**config.mk**
```make
export PLATFORM = sky130hd
export DESIGN_NAME = line_error_jitter_status_regs
export DESIGN_NICKNAME = d
export VERILOG_FILES = /design/src/rtl/line_err_pkg.sv /design/src/rtl/line_error_jitter_status_regs.sv
export VERILOG_INCLUDE_DIRS = /design/src /design/src/rtl
export SDC_FILE = /design/constraint.sdc
export NUM_CORES = 1
export LEC_CHECK = 0
export ABC_AREA = 1
export ABC_CLOCK_PERIOD_IN_PS = 5480
export CAP_MARGIN = 10
export CORE_MARGIN = 2
export CORE_UTILIZATION = 45
export CTS_CLUSTER_SIZE = 25
export DETAILED_ROUTE_END_ITERATION = 16
export DONT_BUFFER_PORTS = 1
export PLACE_DENSITY = 0.67
export SLEW_MARGIN = 20
export SYNTH_ARGS = -nofsm -noshare
export SYNTH_HDL_FRONTEND = slang
export SYNTH_SLANG_ARGS = --single-unit
```
**constraint.sdc**
```tcl
create_clock -name i_clk -period 5.48 [get_ports i_clk]
set_clock_uncertainty 0.15 [all_clocks]
set_input_delay 0.548 -clock i_clk [delete_from_list [all_inputs] [get_ports i_clk]]
set_output_delay 0.548 -clock i_clk [all_outputs]
set_load 0.1 [all_outputs]
```
**src/rtl/line_err_params.svh**
```systemverilog
// Constants for the line error and jitter status register slice
`ifndef LINE_ERR_PARAMS_SVH
`define LINE_ERR_PARAMS_SVH
`define ADDR_W 11
`define DATA_W 8
`define CNT_W 16
`define OFF_IRQ_STATUS 11'h022
`define OFF_COUNT_LOW 11'h023
`define OFF_COUNT_HIGH 11'h024
`define OFF_JIT_CONFIG 11'h7E5
`define OFF_IRQ_MASK 11'h02A
`define OFF_COUNT_CTRL 11'h02B
`define BIT_SBPV 5
`define BIT_LBPV 4
`define BIT_SEXZ 3
`define BIT_LEXZ 2
`define BIT_PAT 1
`define BIT_CNTOV 0
`define STATUS_USED 8'h3F
`define BIT_CNT_MODE 1
`define BIT_CNT_NOW 0
`define CTRL_KEEP 8'h02
`define BIT_JIT_STOP 2
`define BIT_JIT_MODE 1
`define BIT_JIT_BAND 0
`define JIT_KEEP 8'h07
`define RESET_BYTE 8'h00
`define COUNT_RESET 16'h0000
`define COUNT_ONE 16'h0001
`define COUNT_MAX 16'hFFFF
`define LOW_LSB 0
`define HIGH_LSB 8
`define ONE_SECOND_NS 1000000000
`define CLK_PERIOD_NS 40
`endif

```
**src/rtl/line_err_pkg.sv**
```systemverilog
// Types shared by the line error and jitter status register slice
package line_err_pkg;
    typedef struct packed {
        logic sys_bpv;
        logic line_bpv;
        logic sys_exz;
        logic line_exz;
        logic pattern_err;
    } line_event_type;

    typedef struct packed {
        logic update;
        logic period_mode;
        logic band_select;
    } jitter_ctrl_type;
endpackage

```
**src/rtl/line_error_jitter_status_regs.sv**
```systemverilog
// Error event status, error counter and channel 0 jitter control registers
// Function
// (RULE1) Status bits stay set after their event until software writes a one.
// (RULE2) Status bit 5 flags system-side bipolar violation, bit 4 line side.
// (RULE3) Status bit 3 flags system-side excess zeros, bit 2 line side.
// (RULE4) Status bit 1 sets on a test-pattern checker error.
// (RULE5) Status bit 0 sets when the 16-bit error counter overflows.
// (RULE6) Any set status bit drives the interrupt output; bits 7 and 6 reserved. Here a set bit drives it only while its mask_r bit is zero.
// (RULE7) Error count reads as low byte and high byte, read-only, reset zero.
// (RULE8) Count registers refresh automatically or manually per the mode bit.
// (RULE9) Software reads the count within the next round or loses it.
// (RULE10) A rising stop bit copies the peak results into the peak registers.
// (RULE11) Software clears the stop bit again before the next update.
// (RULE12) Period mode zero: software ends the measurement period with stop.
// (RULE13) Period mode one: the device times a one-second period itself.
// (RULE14) Band bit zero selects the low-corner measurement filter band.
// (RULE15) Band bit one selects the high-corner measurement filter band.
// (RULE16) Overflow fires when the error count passes its maximum in a round.
`timescale 1ns/1ps
`include "line_err_params.svh"

module line_error_jitter_status_regs #(
    parameter int SECOND_CYCLES = `ONE_SECOND_NS / `CLK_PERIOD_NS
) (
    input wire logic i_clk,
    input wire logic i_reset,
    input wire logic [`ADDR_W-1:0] i_addr,
    input wire logic [`DATA_W-1:0] i_wdata,
    input wire logic i_wr,
    input wire logic i_rd,
    output logic [`DATA_W-1:0] o_rdata,
    input wire line_err_pkg::line_event_type i_events,
    input wire logic i_err_pulse,
    output line_err_pkg::jitter_ctrl_type o_jitter,
    output logic o_irq
);
    import line_err_pkg::*;

    localparam int SEC_W = (SECOND_CYCLES > 1) ? $clog2(SECOND_CYCLES) : 1;
    localparam logic [SEC_W-1:0] SEC_LAST = SEC_W'(SECOND_CYCLES - 1);

    function automatic logic [`DATA_W-1:0] place_events(
        input line_event_type ev,
        input logic ovf
    );
        logic [`DATA_W-1:0] v;
        v = `RESET_BYTE;
        v[`BIT_SBPV] = ev.sys_bpv;
        v[`BIT_LBPV] = ev.line_bpv;
        v[`BIT_SEXZ] = ev.sys_exz;
        v[`BIT_LEXZ] = ev.line_exz;
        v[`BIT_PAT] = ev.pattern_err;
        v[`BIT_CNTOV] = ovf;
        return v;
    endfunction

    function automatic logic hit(
        input logic [`ADDR_W-1:0] a,
        input logic [`ADDR_W-1:0] off
    );
        return a == off;
    endfunction

    logic [`DATA_W-1:0] status_r;
    logic [`DATA_W-1:0] status_nxt;
    logic [`DATA_W-1:0] mask_r;
    logic [`DATA_W-1:0] ctrl_r;
    logic [`DATA_W-1:0] jit_cfg_r;
    logic [`DATA_W-1:0] rdata_r;
    logic [`CNT_W-1:0] acc_r;
    logic [`CNT_W-1:0] acc_nxt;
    logic [`CNT_W-1:0] count_value_r;
    logic [SEC_W-1:0] sec_cnt_r;
    logic stop_prev_r;
    logic jit_update_r;

    wire wr_status = i_wr && hit(i_addr, `OFF_IRQ_STATUS);
    wire wr_mask = i_wr && hit(i_addr, `OFF_IRQ_MASK);
    wire wr_ctrl = i_wr && hit(i_addr, `OFF_COUNT_CTRL);
    wire wr_jit = i_wr && hit(i_addr, `OFF_JIT_CONFIG);

    // One-second timebase shared by auto counting rounds and jitter periods
    wire sec_tick = (sec_cnt_r == SEC_LAST);

    wire count_manual = ctrl_r[`BIT_CNT_MODE];
    wire manual_now = wr_ctrl && i_wdata[`BIT_CNT_NOW];
    wire round_end = count_manual ? manual_now : sec_tick; // RULE8
    wire acc_full = (acc_r == `COUNT_MAX);
    // Saturate rather than wrap so an overflowed round never reads small
    wire overflow = i_err_pulse && acc_full && !round_end; // RULE16

    wire [`DATA_W-1:0] set_vec = place_events(i_events, overflow); // RULE2 RULE3 RULE4 RULE5
    wire [`DATA_W-1:0] clr_vec = wr_status ? i_wdata : `RESET_BYTE;

    // Set wins over a clear in the same cycle
    assign status_nxt = ((status_r & ~clr_vec) | set_vec) & `STATUS_USED; // RULE1

    always_comb
    begin
        if (round_end)
        begin
            acc_nxt = i_err_pulse ? `COUNT_ONE : `COUNT_RESET;
        end
        else if (i_err_pulse && !acc_full)
        begin
            acc_nxt = acc_r + `COUNT_ONE;
        end
        else
        begin
            acc_nxt = acc_r;
        end
    end

    wire jit_auto = jit_cfg_r[`BIT_JIT_MODE];
    wire stop_rise = jit_cfg_r[`BIT_JIT_STOP] && !stop_prev_r;
    // Stop only acts in manual period mode; auto mode uses the timebase
    wire jit_period_end = jit_auto ? sec_tick : stop_rise; // RULE10 RULE12 RULE13

    wire [`DATA_W-1:0] count_low = count_value_r[`LOW_LSB +: `DATA_W];
    wire [`DATA_W-1:0] count_high = count_value_r[`HIGH_LSB +: `DATA_W];

    wire [`DATA_W-1:0] rd_sel =
        hit(i_addr, `OFF_IRQ_STATUS) ? status_r :
        hit(i_addr, `OFF_COUNT_LOW) ? count_low :
        hit(i_addr, `OFF_COUNT_HIGH) ? count_high :
        hit(i_addr, `OFF_JIT_CONFIG) ? jit_cfg_r :
        hit(i_addr, `OFF_IRQ_MASK) ? mask_r :
        hit(i_addr, `OFF_COUNT_CTRL) ? ctrl_r :
        `RESET_BYTE; // RULE7

    always_ff @(posedge i_clk or posedge i_reset)
    begin
        if (i_reset)
        begin
            status_r <= `RESET_BYTE;
            mask_r <= `RESET_BYTE;
        end
        else
        begin
            status_r <= status_nxt;
            if (wr_mask)
            begin
                mask_r <= i_wdata & `STATUS_USED;
            end
        end
    end

    always_ff @(posedge i_clk or posedge i_reset)
    begin
        if (i_reset)
        begin
            ctrl_r <= `RESET_BYTE;
            jit_cfg_r <= `RESET_BYTE;
            stop_prev_r <= 1'b0;
        end
        else
        begin
            if (wr_ctrl)
            begin
                ctrl_r <= i_wdata & `CTRL_KEEP;
            end
            if (wr_jit)
            begin
                jit_cfg_r <= i_wdata & `JIT_KEEP; // RULE14 RULE15
            end
            stop_prev_r <= jit_cfg_r[`BIT_JIT_STOP];
        end
    end

    always_ff @(posedge i_clk or posedge i_reset)
    begin
        if (i_reset)
        begin
            acc_r <= `COUNT_RESET;
            count_value_r <= `COUNT_RESET;
        end
        else
        begin
            acc_r <= acc_nxt;
            if (round_end)
            begin
                count_value_r <= acc_r; // RULE8
            end
        end
    end

    always_ff @(posedge i_clk or posedge i_reset)
    begin
        if (i_reset)
        begin
            sec_cnt_r <= '0;
            jit_update_r <= 1'b0;
            rdata_r <= `RESET_BYTE;
        end
        else
        begin
            sec_cnt_r <= sec_tick ? '0 : sec_cnt_r + 1'b1;
            jit_update_r <= jit_period_end; // RULE10
            rdata_r <= i_rd ? rd_sel : `RESET_BYTE;
        end
    end

    assign o_rdata = rdata_r;
    // One driver for the whole struct, fields msb first
    assign o_jitter = {jit_update_r, jit_cfg_r[`BIT_JIT_MODE], jit_cfg_r[`BIT_JIT_BAND]};
    assign o_irq = |(status_r & ~mask_r); // RULE6

    // Checks
    logic [`CNT_W-1:0] acc_before_r;

    always_ff @(posedge i_clk or posedge i_reset)
    begin
        if (i_reset)
        begin
            acc_before_r <= `COUNT_RESET;
        end
        else
        begin
            acc_before_r <= acc_r;
        end
    end
endmodule
```
# --- Word level (Yosys, flattened, before mapping) ---
# Index checks and enable logic that the tools add are counted.
totals:
  ff_bits: 83
  latchBits: 0
  mem_bits_rw: 0
  mem_bits_ro: 0
  in_bits: 29
  output_inout_bits: 12
  word_cells: 53
  memories: 0
classes:
  addsub: 2
  multipliers: 0
  n_div: 0
  order_cmp: 0
  eq_ne: 8
  shifts: 0
  mux: 14
  n_bitwise: 5
  reduce_logical: 14
ops:
  columns: ["op", "n"]
  rows:
  - ["11-bit by 6-bit == test with 1-bit output (second input constant)", 5]
  - ["16-bit two-way mux", 2]
  - ["8-bit two-way mux", 4]
  - ["25-bit by 1-bit adder with 25-bit output (second input constant)", 1]
  - ["25-bit == test (second input constant)", 1]
  - ["25-bit two-way mux", 1]
  - ["6-bit two-way mux", 3]
  - ["16-bit by 1-bit adder with 16-bit output (second input constant)", 1]
  - ["16-bit == test (second input constant)", 1]
  - ["11-bit == test (second input constant)", 1]
  - ["1-bit logical AND", 9]
  - ["6-bit by 8-bit bitwise AND with 8-bit output", 1]
  - ["6-bit NOT with 8-bit output", 1]
  - ["8-bit OR reduction", 1]
  - ["6-bit bitwise AND", 1]
  - ["6-bit NOT", 1]
  - ["6-bit bitwise OR", 1]
  - ["1-bit zero test", 3]
  - ["1-bit two-way mux", 3]
  - ["2-bit two-way mux", 1]
  - ["2-bit nonzero test", 1]

# --- Logic depth before layout (Yosys ltp) ---
# Gate-level depths: netlist of the first run.
logic_depth:
  ltp_word: 8
  mapped_depth: 12
  ltp_nobuf: 11

# --- Least setup slack after synthesis of the first run ---
# OpenSTA, ideal clock, no wires.
synth_timing:
  kind: "register to output"
  start: "register mask_r[2]"
  end: "output port o_irq"
  arrival_ps: 1219
  required_ps: 4782
  setup_slack_ps: 3563
  stages_incl_launch_ff: 4
  n_path_buf: 0
  path_cell_list: "dfrtp_1 -> o22ai_1 -> a21oi_1 -> nand2_1"
synth_between:
  elab_chain_len: 3
synth_rtl:
  columns: ["item", "line", "rtl"]
  rows:
  - ["start: declaration", "line_error_jitter_status_regs.sv:66", "logic [`DATA_W-1:0] mask_r;"]
  - ["start signal: assignment", "line_error_jitter_status_regs.sv:136", "mask_r <= `RESET_BYTE;"]
  - ["start signal: assignment", "line_error_jitter_status_regs.sv:143", "mask_r <= i_wdata & `STATUS_USED;"]
  - ["6-bit NOT with 8-bit output", "line_error_jitter_status_regs.sv:206", "assign o_irq = |(status_r & ~mask_r);"]
  - ["6-bit by 8-bit bitwise AND with 8-bit output", "line_error_jitter_status_regs.sv:206", null]
  - ["8-bit OR reduction", "line_error_jitter_status_regs.sv:206", null]
  - ["end: declaration", "line_error_jitter_status_regs.sv:35", "output logic o_irq"]
# Every way passes these cells.

# --- Final worst setup path of the first run ---
layout_timing:
  start: "register acc_r[0]"
  end: "register acc_r[10]"
layout_between:
  elab_chain_len: 4
  elab_cells_between_ends: 7
  cone_classes: "add/sub (1); eq/ne (1); mux (2); reduce/logical (3)"
layout_rtl:
  columns: ["item", "line", "rtl"]
  rows:
  - ["start: declaration", "line_error_jitter_status_regs.sv:70", "logic [`CNT_W-1:0] acc_r;"]
  - ["start signal: assignment", "line_error_jitter_status_regs.sv:174", "acc_r <= `COUNT_RESET;"]
  - ["start signal: assignment", "line_error_jitter_status_regs.sv:179", "acc_r <= acc_nxt;"]
  - ["parallel branches: the longest is 4 deep, another holds 16-bit by 1-bit adder with 16-bit output", null, null]
# Several ways; the timed one is not identified. The select of a mux whose other input is x is not followed.
# A chain may end at the register's enable or synchronous reset.

==> impl_metrics.tcl, run 1 <==
set metrics [dict create \
    crit_fanout 18 \
    clockPowerShare 0.390 \
    post-route-period-util 0.483 \
    powerDensity_mw_per_mm2 250 \
    status "finished, final reports clean" \
    instances_no_fill 771 \
    h-tree-depth 3 \
    viasPerCell 5.25 \
    cp.required_ns 5.58 \
    hpwl_um 8290 \
    fin_crit_ns 2.65 \
    synth_area_leaders "dfrtp_1 45%, nand2_1 14%, nor2_1 7.1%" \
    max_freq_mhz 378 \
    hold_class "input pin to flip-flop" \
    gr-usage-met3 0.0297 \
    layout_commonest_cell "nand2_1" \
    row_count 37 \
    end_kind "flip-flop" \
    area_growth_pct 6.79 \
    dr.pass1.iters 5 \
    max-clock-path-buffers 2 \
    synth_top_area_share 0.446 \
    comb_power_share 0.078 \
    drtAntennaViolNets 0 \
    use_met2 0.316 \
    hold_buffers 1 \
    coreArea_mm2 0.0102 \
    leakagePower_nw 2.41 \
    rsz0062_at_grt "false" \
    crit_path_frequent_cell "nand2_1" \
    drc 0 \
    final_cell_mix "172 x nand2_1, 88 x nor2_1, 85 x inv_1, 83 x dfrtp_1, 36 x nand3_1" \
    grt.overflow.total 0 \
    netlist_area_mm2 0.00466 \
    root_buffer "clkbuf_8" \
    antenna_found_initial 0 \
    fin_ws_ns 2.83 \
    arrival_ns 2.75 \
    final_nets 662 \
    startpoint_type "flip-flop" \
    vias 4046 \
    num_io_pins 41 \
    finalMaxSlewViolations 0 \
    cts_resized 0 \
    yosys-mux-area-fraction 0 \
    dp_slack_ns 2.84 \
    tritoncts "done" \
    crit_path_cell_trace "ha_1, nand3_1, inv_1, nand2_1, nor2_1, nor2_2, clkinv_1, nand4_1, nand2_1" \
    ir_drop_uv 141 \
    wl_per_cell_um 14.3 \
    drive_gt1_frac 0.0693 \
    placed_cells 755 \
    p_int_w 0.000919 \
    synth_top_family_by_area "simple AND/OR/NAND/NOR gates" \
    met1_usage 0.305 \
    gp_congestion 0.924 \
    seqPwrFrac 0.532 \
    power_switching_w 0.000325 \
    post_cts_buffers 0 \
    cpPeakStageDelay_ns 0.56 \
    setup-tns-final_ns 0 \
    drt-total-wl_um 11000 \
    synthSimpleGateAreaFrac 0.343 \
    synth_xor_area_frac 0.0376 \
    synth.avg_cell_area_um2 7.42 \
    dieArea_mm2 0.0112 \
    path_class "flip-flop to flip-flop" \
    yosysTopAreaCell "dfrtp_1" \
    drt_iter0_drc 353 \
    clkLatencyLatePin_ns 0.36 \
    seq_area_frac_synth 0.446 \
    setup_viol 0 \
    synth_nets 659 \
    grt_usage 0.210 \
    die_x_um 106 \
    numClockSinks 83 \
    fp.dieH_um 106 \
    grt.busiest_layer "met2" \
    crit_slowest_cell "nor2_2" \
    yosys_warnings 0 \
    synth_cell_type_count 38 \
    synth_seq_cells 83 \
    numPortBuffers 0 \
    grt_pass1_wl_um 18800 \
    max_cap_violations 0 \
    worstMarginPinSlew_ns 1.01 \
    cts_buffers 9 \
    synth_compound_area_frac 0.0760 \
    netlist_instances 628 \
    final_hold_viol_count 0 \
    grt_pass1_vias 3876 \
    n_antenna_cell 0 \
    clkTransAtPathRegs_ns 0.09 \
    timing.hold.ws_ns 0.136 \
    initial_utilization 0.458 \
    synth_adder_area_share 0.00537 \
    relSlewSlack 0.327 \
    p_sw_frac 0.261 \
    grt_max_degree 51 \
]
-- area by class of cell --
class	count	area, um2
timing repair buffer	2	17.5
fill	1003	5210
multi-input combinational	444	2150
inverter	91	345
clock inverter	6	91.3
clock buffer	9	124
sequential	83	2080
tap	136	170
-- power groups by stage --
stage	Sequential [W]	Clock (W)	Combinational (W)
6_report	0.000662	0.000485	0.0000969
3_5_place_dp	0.000674	0	0.0000971
3_3_place_gp	0.000673	0	0.0000934
5_1_grt	0.000666	0.000519	0.000114
4_1_cts	0.000662	0.000498	0.0000981
2_1_floorplan	0.000664	0	0.0000797
-- cells by family (layout without fill, tap and decap cells) --
| family | after synthesis | count (layout) |
|---|---|---|
| AOI/OAI and AO/OA | 60 | 60 |
| xor gates and xnor gates | 20 | 20 |
| adders and majority gates | 2 | 2 |
| buffers and inverters | 101 | 108 |
| DFF | 83 | 83 |
| and+or+nand+nor | 362 | 362 |
-- state kept, by name (all words and copies together), names as in the netlist --
name	cells
acc_r	16
sec_cnt_r	25
o_rdata	8
count_value_r	16
jit_cfg_r	3
stop_prev_r	1
mask_r	6
status_r	6
jit_update_r	1
ctrl_r	1
-- per-stage QoR --
step / total power (W) / utilization / area [um2]
final: 0.00124 / 0.489 / 4980
after global routing: 0.00130 / 0.489 / 4980
after CTS: 0.00126 / 0.489 / 4980
after detailed placement: 0.000771 / 0.467 / 4750
after global placement: 0.000767 / 0.467 / 4750
after floorplan: 0.000744 / - / 4660
-- worst paths after layout --
| path | startpoint | endpoint | slack, ns | cells after the start |
|---|---|---|---|---|
| setup / recovery | acc_r[0] | acc_r[10] | 2.83 | 9 |
| hold / removal | i_events[0] | status_r[1] | 0.14 | 2 |
| setup reg to reg | acc_r[0] | acc_r[10] | 2.83 | 9 |
| hold reg to reg | jit_cfg_r[2] | stop_prev_r | 0.25 | 0 |
| max in group asynchronous | i_reset | count_value_r[7] | 3.59 | 3 |
| min in group asynchronous | i_reset | sec_cnt_r[15] | 0.55 | 2 |
-- critical path: cells and delay by family, from the launching register on --
| kind | cells | cell delay, ns |
|---|---|---|
| flip-flops | 1 | 0.46 |
| buffers and inverters | 2 | 0.51 |
| adder cells (fa/ha/maj) | 1 | 0.28 |
| AND/OR/NAND/NOR | 6 | 1.13 |
-- cells in the mapped netlist --
master / number
a21o_1: 1
a21oi_1: 14
a31oi_1: 3
and2_1: 1
buf_2: 1
buf_4: 5
buf_6: 4
clkinv_1: 1
dfrtp_1: 83
ha_1: 2
inv_1: 86
inv_2: 3
inv_4: 1
nand2_1: 172
nand2_2: 4
nand2_8: 1
nand3_1: 36
nand3_2: 1
nand3_4: 1
nand3b_1: 1
nand4_1: 31
nor2_1: 88
nor2_2: 6
nor2_4: 2
nor3_1: 15
nor3_2: 2
o211a_1: 1
o211ai_1: 1
o21a_1: 1
o21ai_0: 24
o21ai_1: 2
o21ai_2: 6
o21bai_1: 4
o22ai_1: 2
o31ai_1: 1
or2_1: 1
xnor2_1: 7
xor2_1: 13
-- layer usage --
layer | part of all wire | vias to the layer above
li1 | - | 2000
met1 | 0.48 | 1902
met2 | 0.44 | 127
met3 | 0.062 | 17
met4 | 0.019 | 0
met5 | 0 | -
Power figures use the tool's default switching activity.
==> inputs of run 2 (changes only) <==
Settings changed: ABC_CLOCK_PERIOD_IN_PS 5480 to 2500.
Clock period 5.48 ns to 2.5 ns, I/O delays scaled along.
==> run 2 against run 1 <==
  * Cell count increased by 2.9%
  * Non-clock buffer count grew 20
  * Clock-buffer cell count grew 1
  * Largest cell class unchanged
  * Total power increased by 140%
  * Register-to-register slack lost 2.5 ns
  * Critical endpoint is now jit_update_r
  * Highest routed layer unchanged
==> impl_metrics.tcl, run 2 (synthesis results as in run 1) <==
set metrics [dict create \
    die_x_um 106 \
    power_switching_w 0.000719 \
    root_buffer "clkbuf_8" \
    post-route-period-util 0.852 \
    hold_buffers 17 \
    max-clock-path-buffers 2 \
    hold_class "input pin to flip-flop" \
    ir_drop_uv 231 \
    holdPathStages 4 \
    multi_input_area_mm2 0.00215 \
    path_class "flip-flop to flip-flop" \
    fillers 977 \
    viasPerCell 5.23 \
    hpwl_um 8270 \
    max_cap_violations 0 \
    fp.dieH_um 106 \
    finalMaxSlewViolations 0 \
    vias 4148 \
    power_w 0.00296 \
    comb_power_share 0.080 \
    area_growth_pct 12.3 \
    place_area_mm2 0.00480 \
    powerDensity_mw_per_mm2 565 \
    seqPwrFrac 0.491 \
    fin_crit_ns 2.13 \
    largest_register_ff_count 25 \
    row_count 37 \
    gr-usage-met3 0.0328 \
    final_cell_mix "172 x nand2_1, 88 x nor2_1, 85 x inv_1, 83 x dfrtp_1, 36 x nand3_1" \
    rsz0062_at_grt "false" \
    cp.required_ns 2.61 \
    end_kind "flip-flop" \
    drt-total-wl_um 11300 \
    met1_usage 0.312 \
    status "finished, final reports clean" \
    use_met2 0.312 \
    final_nets 682 \
    grt_pass1_vias 3980 \
    post_cts_buffers 0 \
    dieArea_mm2 0.0112 \
    cts_resized 0 \
    p_sw_frac 0.243 \
    drive_gt1_frac 0.0732 \
    worstMarginPinSlew_ns 0.876 \
    initial_utilization 0.458 \
    antenna_found_initial 1 \
    numClockSinks 83 \
    regMostFlops "sec_cnt_r" \
    grt.busiest_layer "met1" \
    r2r_slack_ns 0.37 \
    crit_fanout 15 \
    wl_per_cell_um 14.3 \
    drt_iter0_drc 418 \
    reg2regPathDepth 9 \
    drc 0 \
    timing.hold.ws_ns 0.0185 \
    drtAntennaViolNets 0 \
    gp_congestion 0.897 \
    clkLatencyLatePin_ns 0.36 \
    grt.overflow.total 0 \
    num_io_pins 41 \
    tritoncts "done" \
    startpoint_type "flip-flop" \
    grt_pass1_wl_um 19200 \
    setup_viol 0 \
    grt_max_degree 54 \
    h-tree-depth 3 \
    clkTransAtPathRegs_ns 0.08 \
    layout_commonest_cell "nand2_1" \
    final_hold_viol_count 0 \
    p_int_w 0.00224 \
    clockPowerShare 0.429 \
    setup-tns-final_ns 0 \
    relSlewSlack 0.417 \
    regArea_mm2 0.00208 \
    reg_top3 "sec_cnt_r (25), acc_r (16), count_value_r (16)" \
    cts_buffers 9 \
    arrival_ns 2.24 \
    leakagePower_nw 2.51 \
    max_freq_mhz 470 \
    final_area_mm2 0.00524 \
    numPortBuffers 0 \
    dr.pass1.iters 5 \
    coreArea_mm2 0.0102 \
    grt_usage 0.213 \
]
==> run 2: final cells by class <==
class / instances / area share
repair buffers: 22 / 0.0421
diodes: 1 / 0.000478
clock inverters: 6 / 0.0263
multi-input cells: 444 / 0.411
flip-flops and latches: 83 / 0.397
well taps: 136 / 0.0325
clock buffers: 10 / 0.0244
inverters: 91 / 0.0664
==> run 2: worst paths after layout <==
kind / start / endpoint
max in group asynchronous: i_reset / o_rdata[1]
min in group asynchronous: i_reset / sec_cnt_r[15]
worst max-delay path: sec_cnt_r[0] / jit_update_r
worst min register to register: jit_cfg_r[2] / stop_prev_r
worst max register to register: sec_cnt_r[0] / jit_update_r
worst min-delay path: i_wr / ctrl_r[1]
==> run 2: power by group through the flow <==
stage | clock network, W | logic [W] | registers (W)
finish | 0.00127 | 0.000236 | 0.00145
global route | 0.00134 | 0.000273 | 0.00146
CTS | 0.00129 | 0.000238 | 0.00145
detailed placement | 0 | 0.000215 | 0.00148
global placement | 0 | 0.000210 | 0.00148
floorplan | 0 | 0.000175 | 0.00146
==> run 2: critical path: stages, from the launching register on <==
cell and delay, ns:
dfrtp_1 0.41, ha_1 0.27, nand3_2 0.15, inv_1 0.14, nand3_1 0.09, nor2_1 0.15, nand2_1 0.06, inv_1 0.41
nand2_1 0.10, o31ai_1 0.09
==> run 2: stage by stage <==
stage / utilization / worst slack, ns / instances
floorplan: - / 0.673 / 628
global placement: 0.471 / 0.491 / 759
detailed placement: 0.471 / 0.373 / 759
CTS: 0.514 / 0.358 / 792
global route: 0.514 / 0.154 / 793
finish: 0.514 / 0.371 / 793
==> run 2: layer usage <==
metal | part of all wire | vias to the layer above
met1 | 0.48 | 1923
met5 | 0 | -
met2 | 0.43 | 154
met3 | 0.069 | 23
met4 | 0.022 | 0
li1 | - | 2048
==> inputs of run 3 (changes only) <==
Settings changed: CTS_BUF_LIST from default to sky130_fd_sc_hd__clkbuf_8, GPL_ROUTABILITY_DRIVEN from default to 0.
==> run 3 against run 2 <==
  * Utilization fell by 0.66 points
  * Clock-buffer cell count shrank 1
  * Sequential share of layout area up 0.52 points
  * Non-clock buffer count stayed put
  * Worst hold slack hardly changed
  * Cell count shrank 0.13%
  * Routed wire length down 4.2%
  * Total power down 9.7%
  * Register-to-register slack better by 0.09 ns
  * Largest power group unchanged
==> impl_metrics.tcl, run 3 (synthesis results as in run 1) <==
set metrics [dict create \
    regMostFlops "sec_cnt_r" \
    final_area_mm2 0.00517 \
    multi_input_area_mm2 0.00215 \
    max-clock-path-buffers 2 \
    arrival_ns 2.15 \
    drt-total-wl_um 10800 \
    antenna_found_initial 0 \
    hold_path_end "ctrl_r[1]" \
    regArea_mm2 0.00208 \
    cp.required_ns 2.61 \
    r2r_start "sec_cnt_r[0]" \
    max_freq_mhz 489 \
    drive_gt1_frac 0.0747 \
    grt_usage 0.201 \
    root_buffer "clkbuf_8" \
    worstMarginPinSlew_ns 0.878 \
    vias 4116 \
    num_io_pins 41 \
    tritoncts "done" \
    power_w 0.00267 \
    viasPerCell 5.20 \
    hpwl_um 7990 \
    hold_class "input pin to flip-flop" \
    reg2regPathDepth 8 \
    numClockSinks 83 \
    holdPathStages 4 \
    post-route-period-util 0.818 \
    final_nets 682 \
    wl_per_cell_um 13.7 \
    clkLatencyLatePin_ns 0.36 \
    layout_commonest_cell "nand2_1" \
    final_hold_viol_count 0 \
    min_from "i_wr" \
    fin_util 0.507 \
    cts_buffers 9 \
    coreArea_mm2 0.0102 \
    r2r_slack_ns 0.46 \
    n_antenna_cell 0 \
    place_area_mm2 0.00480 \
    dr.pass1.iters 5 \
    grt_max_degree 52 \
    fp.dieH_um 106 \
    leakagePower_nw 2.47 \
    clkTransAtPathRegs_ns 0.09 \
    fillers 990 \
    grt_pass1_wl_um 18000 \
    end_kind "flip-flop" \
    relSlewSlack 0.415 \
    post_cts_buffers 0 \
    status "finished, final reports clean" \
    grt.overflow.total 0 \
    crit_fanout 9 \
    drt_iter0_drc 409 \
    fin_crit_ns 2.04 \
    area_growth_pct 10.9 \
    startpoint_type "flip-flop" \
    grt_pass1_vias 3801 \
    reg_top3 "sec_cnt_r (25), acc_r (16), count_value_r (16)" \
    hold_buffers 17 \
    row_count 37 \
    finalMaxSlewViolations 0 \
    r2r-end "acc_r[14]" \
    max_cap_violations 0 \
    final_cell_mix "172 x nand2_1, 88 x nor2_1, 85 x inv_1, 83 x dfrtp_1, 36 x nand3_1" \
    largest_register_ff_count 25 \
    dieArea_mm2 0.0112 \
    setup_viol 0 \
    initial_utilization 0.458 \
    drtAntennaViolNets 0 \
    setup-tns-final_ns 0 \
    ir_drop_uv 334 \
    drc 0 \
    rsz0062_at_grt "false" \
    path_class "flip-flop to flip-flop" \
    cts_resized 0 \
    h-tree-depth 3 \
    powerDensity_mw_per_mm2 517 \
    numPortBuffers 0 \
    die_x_um 106 \
]
[run 3: final cells by class]
| class | count | share of cell area |
|---|---|---|
| Timing Repair Buffer | 22 | 0.0426 |
| Clock inverter | 7 | 0.0148 |
| Sequential cell | 83 | 0.402 |
| Multi-Input combinational cell | 444 | 0.416 |
| Tap cell | 136 | 0.0329 |
| Inverter | 91 | 0.0673 |
| Clock buffer | 9 | 0.0240 |
[run 3: metal layers]
metal  GRT usage  up-vias  part of all wire
met4      0.0808        0             0.021
li1            -     2041                 -
met5           0        -                 0
met3      0.0328       19             0.067
met1       0.284     1914              0.48
met2       0.307      142              0.44
[run 3: per-stage QoR]
stage / cells / setup WS (ns) / hold WS (ns)
global route: 792 / 0.252 / 0.0607
detailed placement: 759 / 0.468 / 0.125
finish: 792 / 0.456 / 0.0188
global placement: 759 / 0.491 / 0.123
floorplan: 628 / 0.673 / 0.198
CTS: 792 / 0.452 / 0.00848
[run 3: worst max-delay path, cell delays in order (launching register included)]
cell     delay, ns
dfrtp_1       0.39
ha_1          0.26
nand3_2       0.15
nor2_4        0.17
inv_2         0.08
nor2_1        0.13
nand3_1       0.32
nand4_1       0.22
nand2_1       0.07
[run 3: how the worst max path moves through the flow]
stage | cells after the start | startpoint | slack (ns) | end
after floorplan | 9 | acc_r[0] | 0.67 | acc_r[10]
after global placement | 9 | sec_cnt_r[0] | 0.49 | jit_update_r
after detailed placement | 8 | sec_cnt_r[0] | 0.47 | sec_cnt_r[16]
after CTS | 9 | sec_cnt_r[0] | 0.45 | jit_update_r
after global routing | 9 | sec_cnt_r[0] | 0.25 | jit_update_r
final | 8 | sec_cnt_r[0] | 0.46 | acc_r[14]
[run 3: power by group]
group | switching [W] | internal (W)
Clock | 0.000518 | 0.000468
Sequential | 0.0000662 | 0.00139
Combinational | 0.000149 | 0.0000844
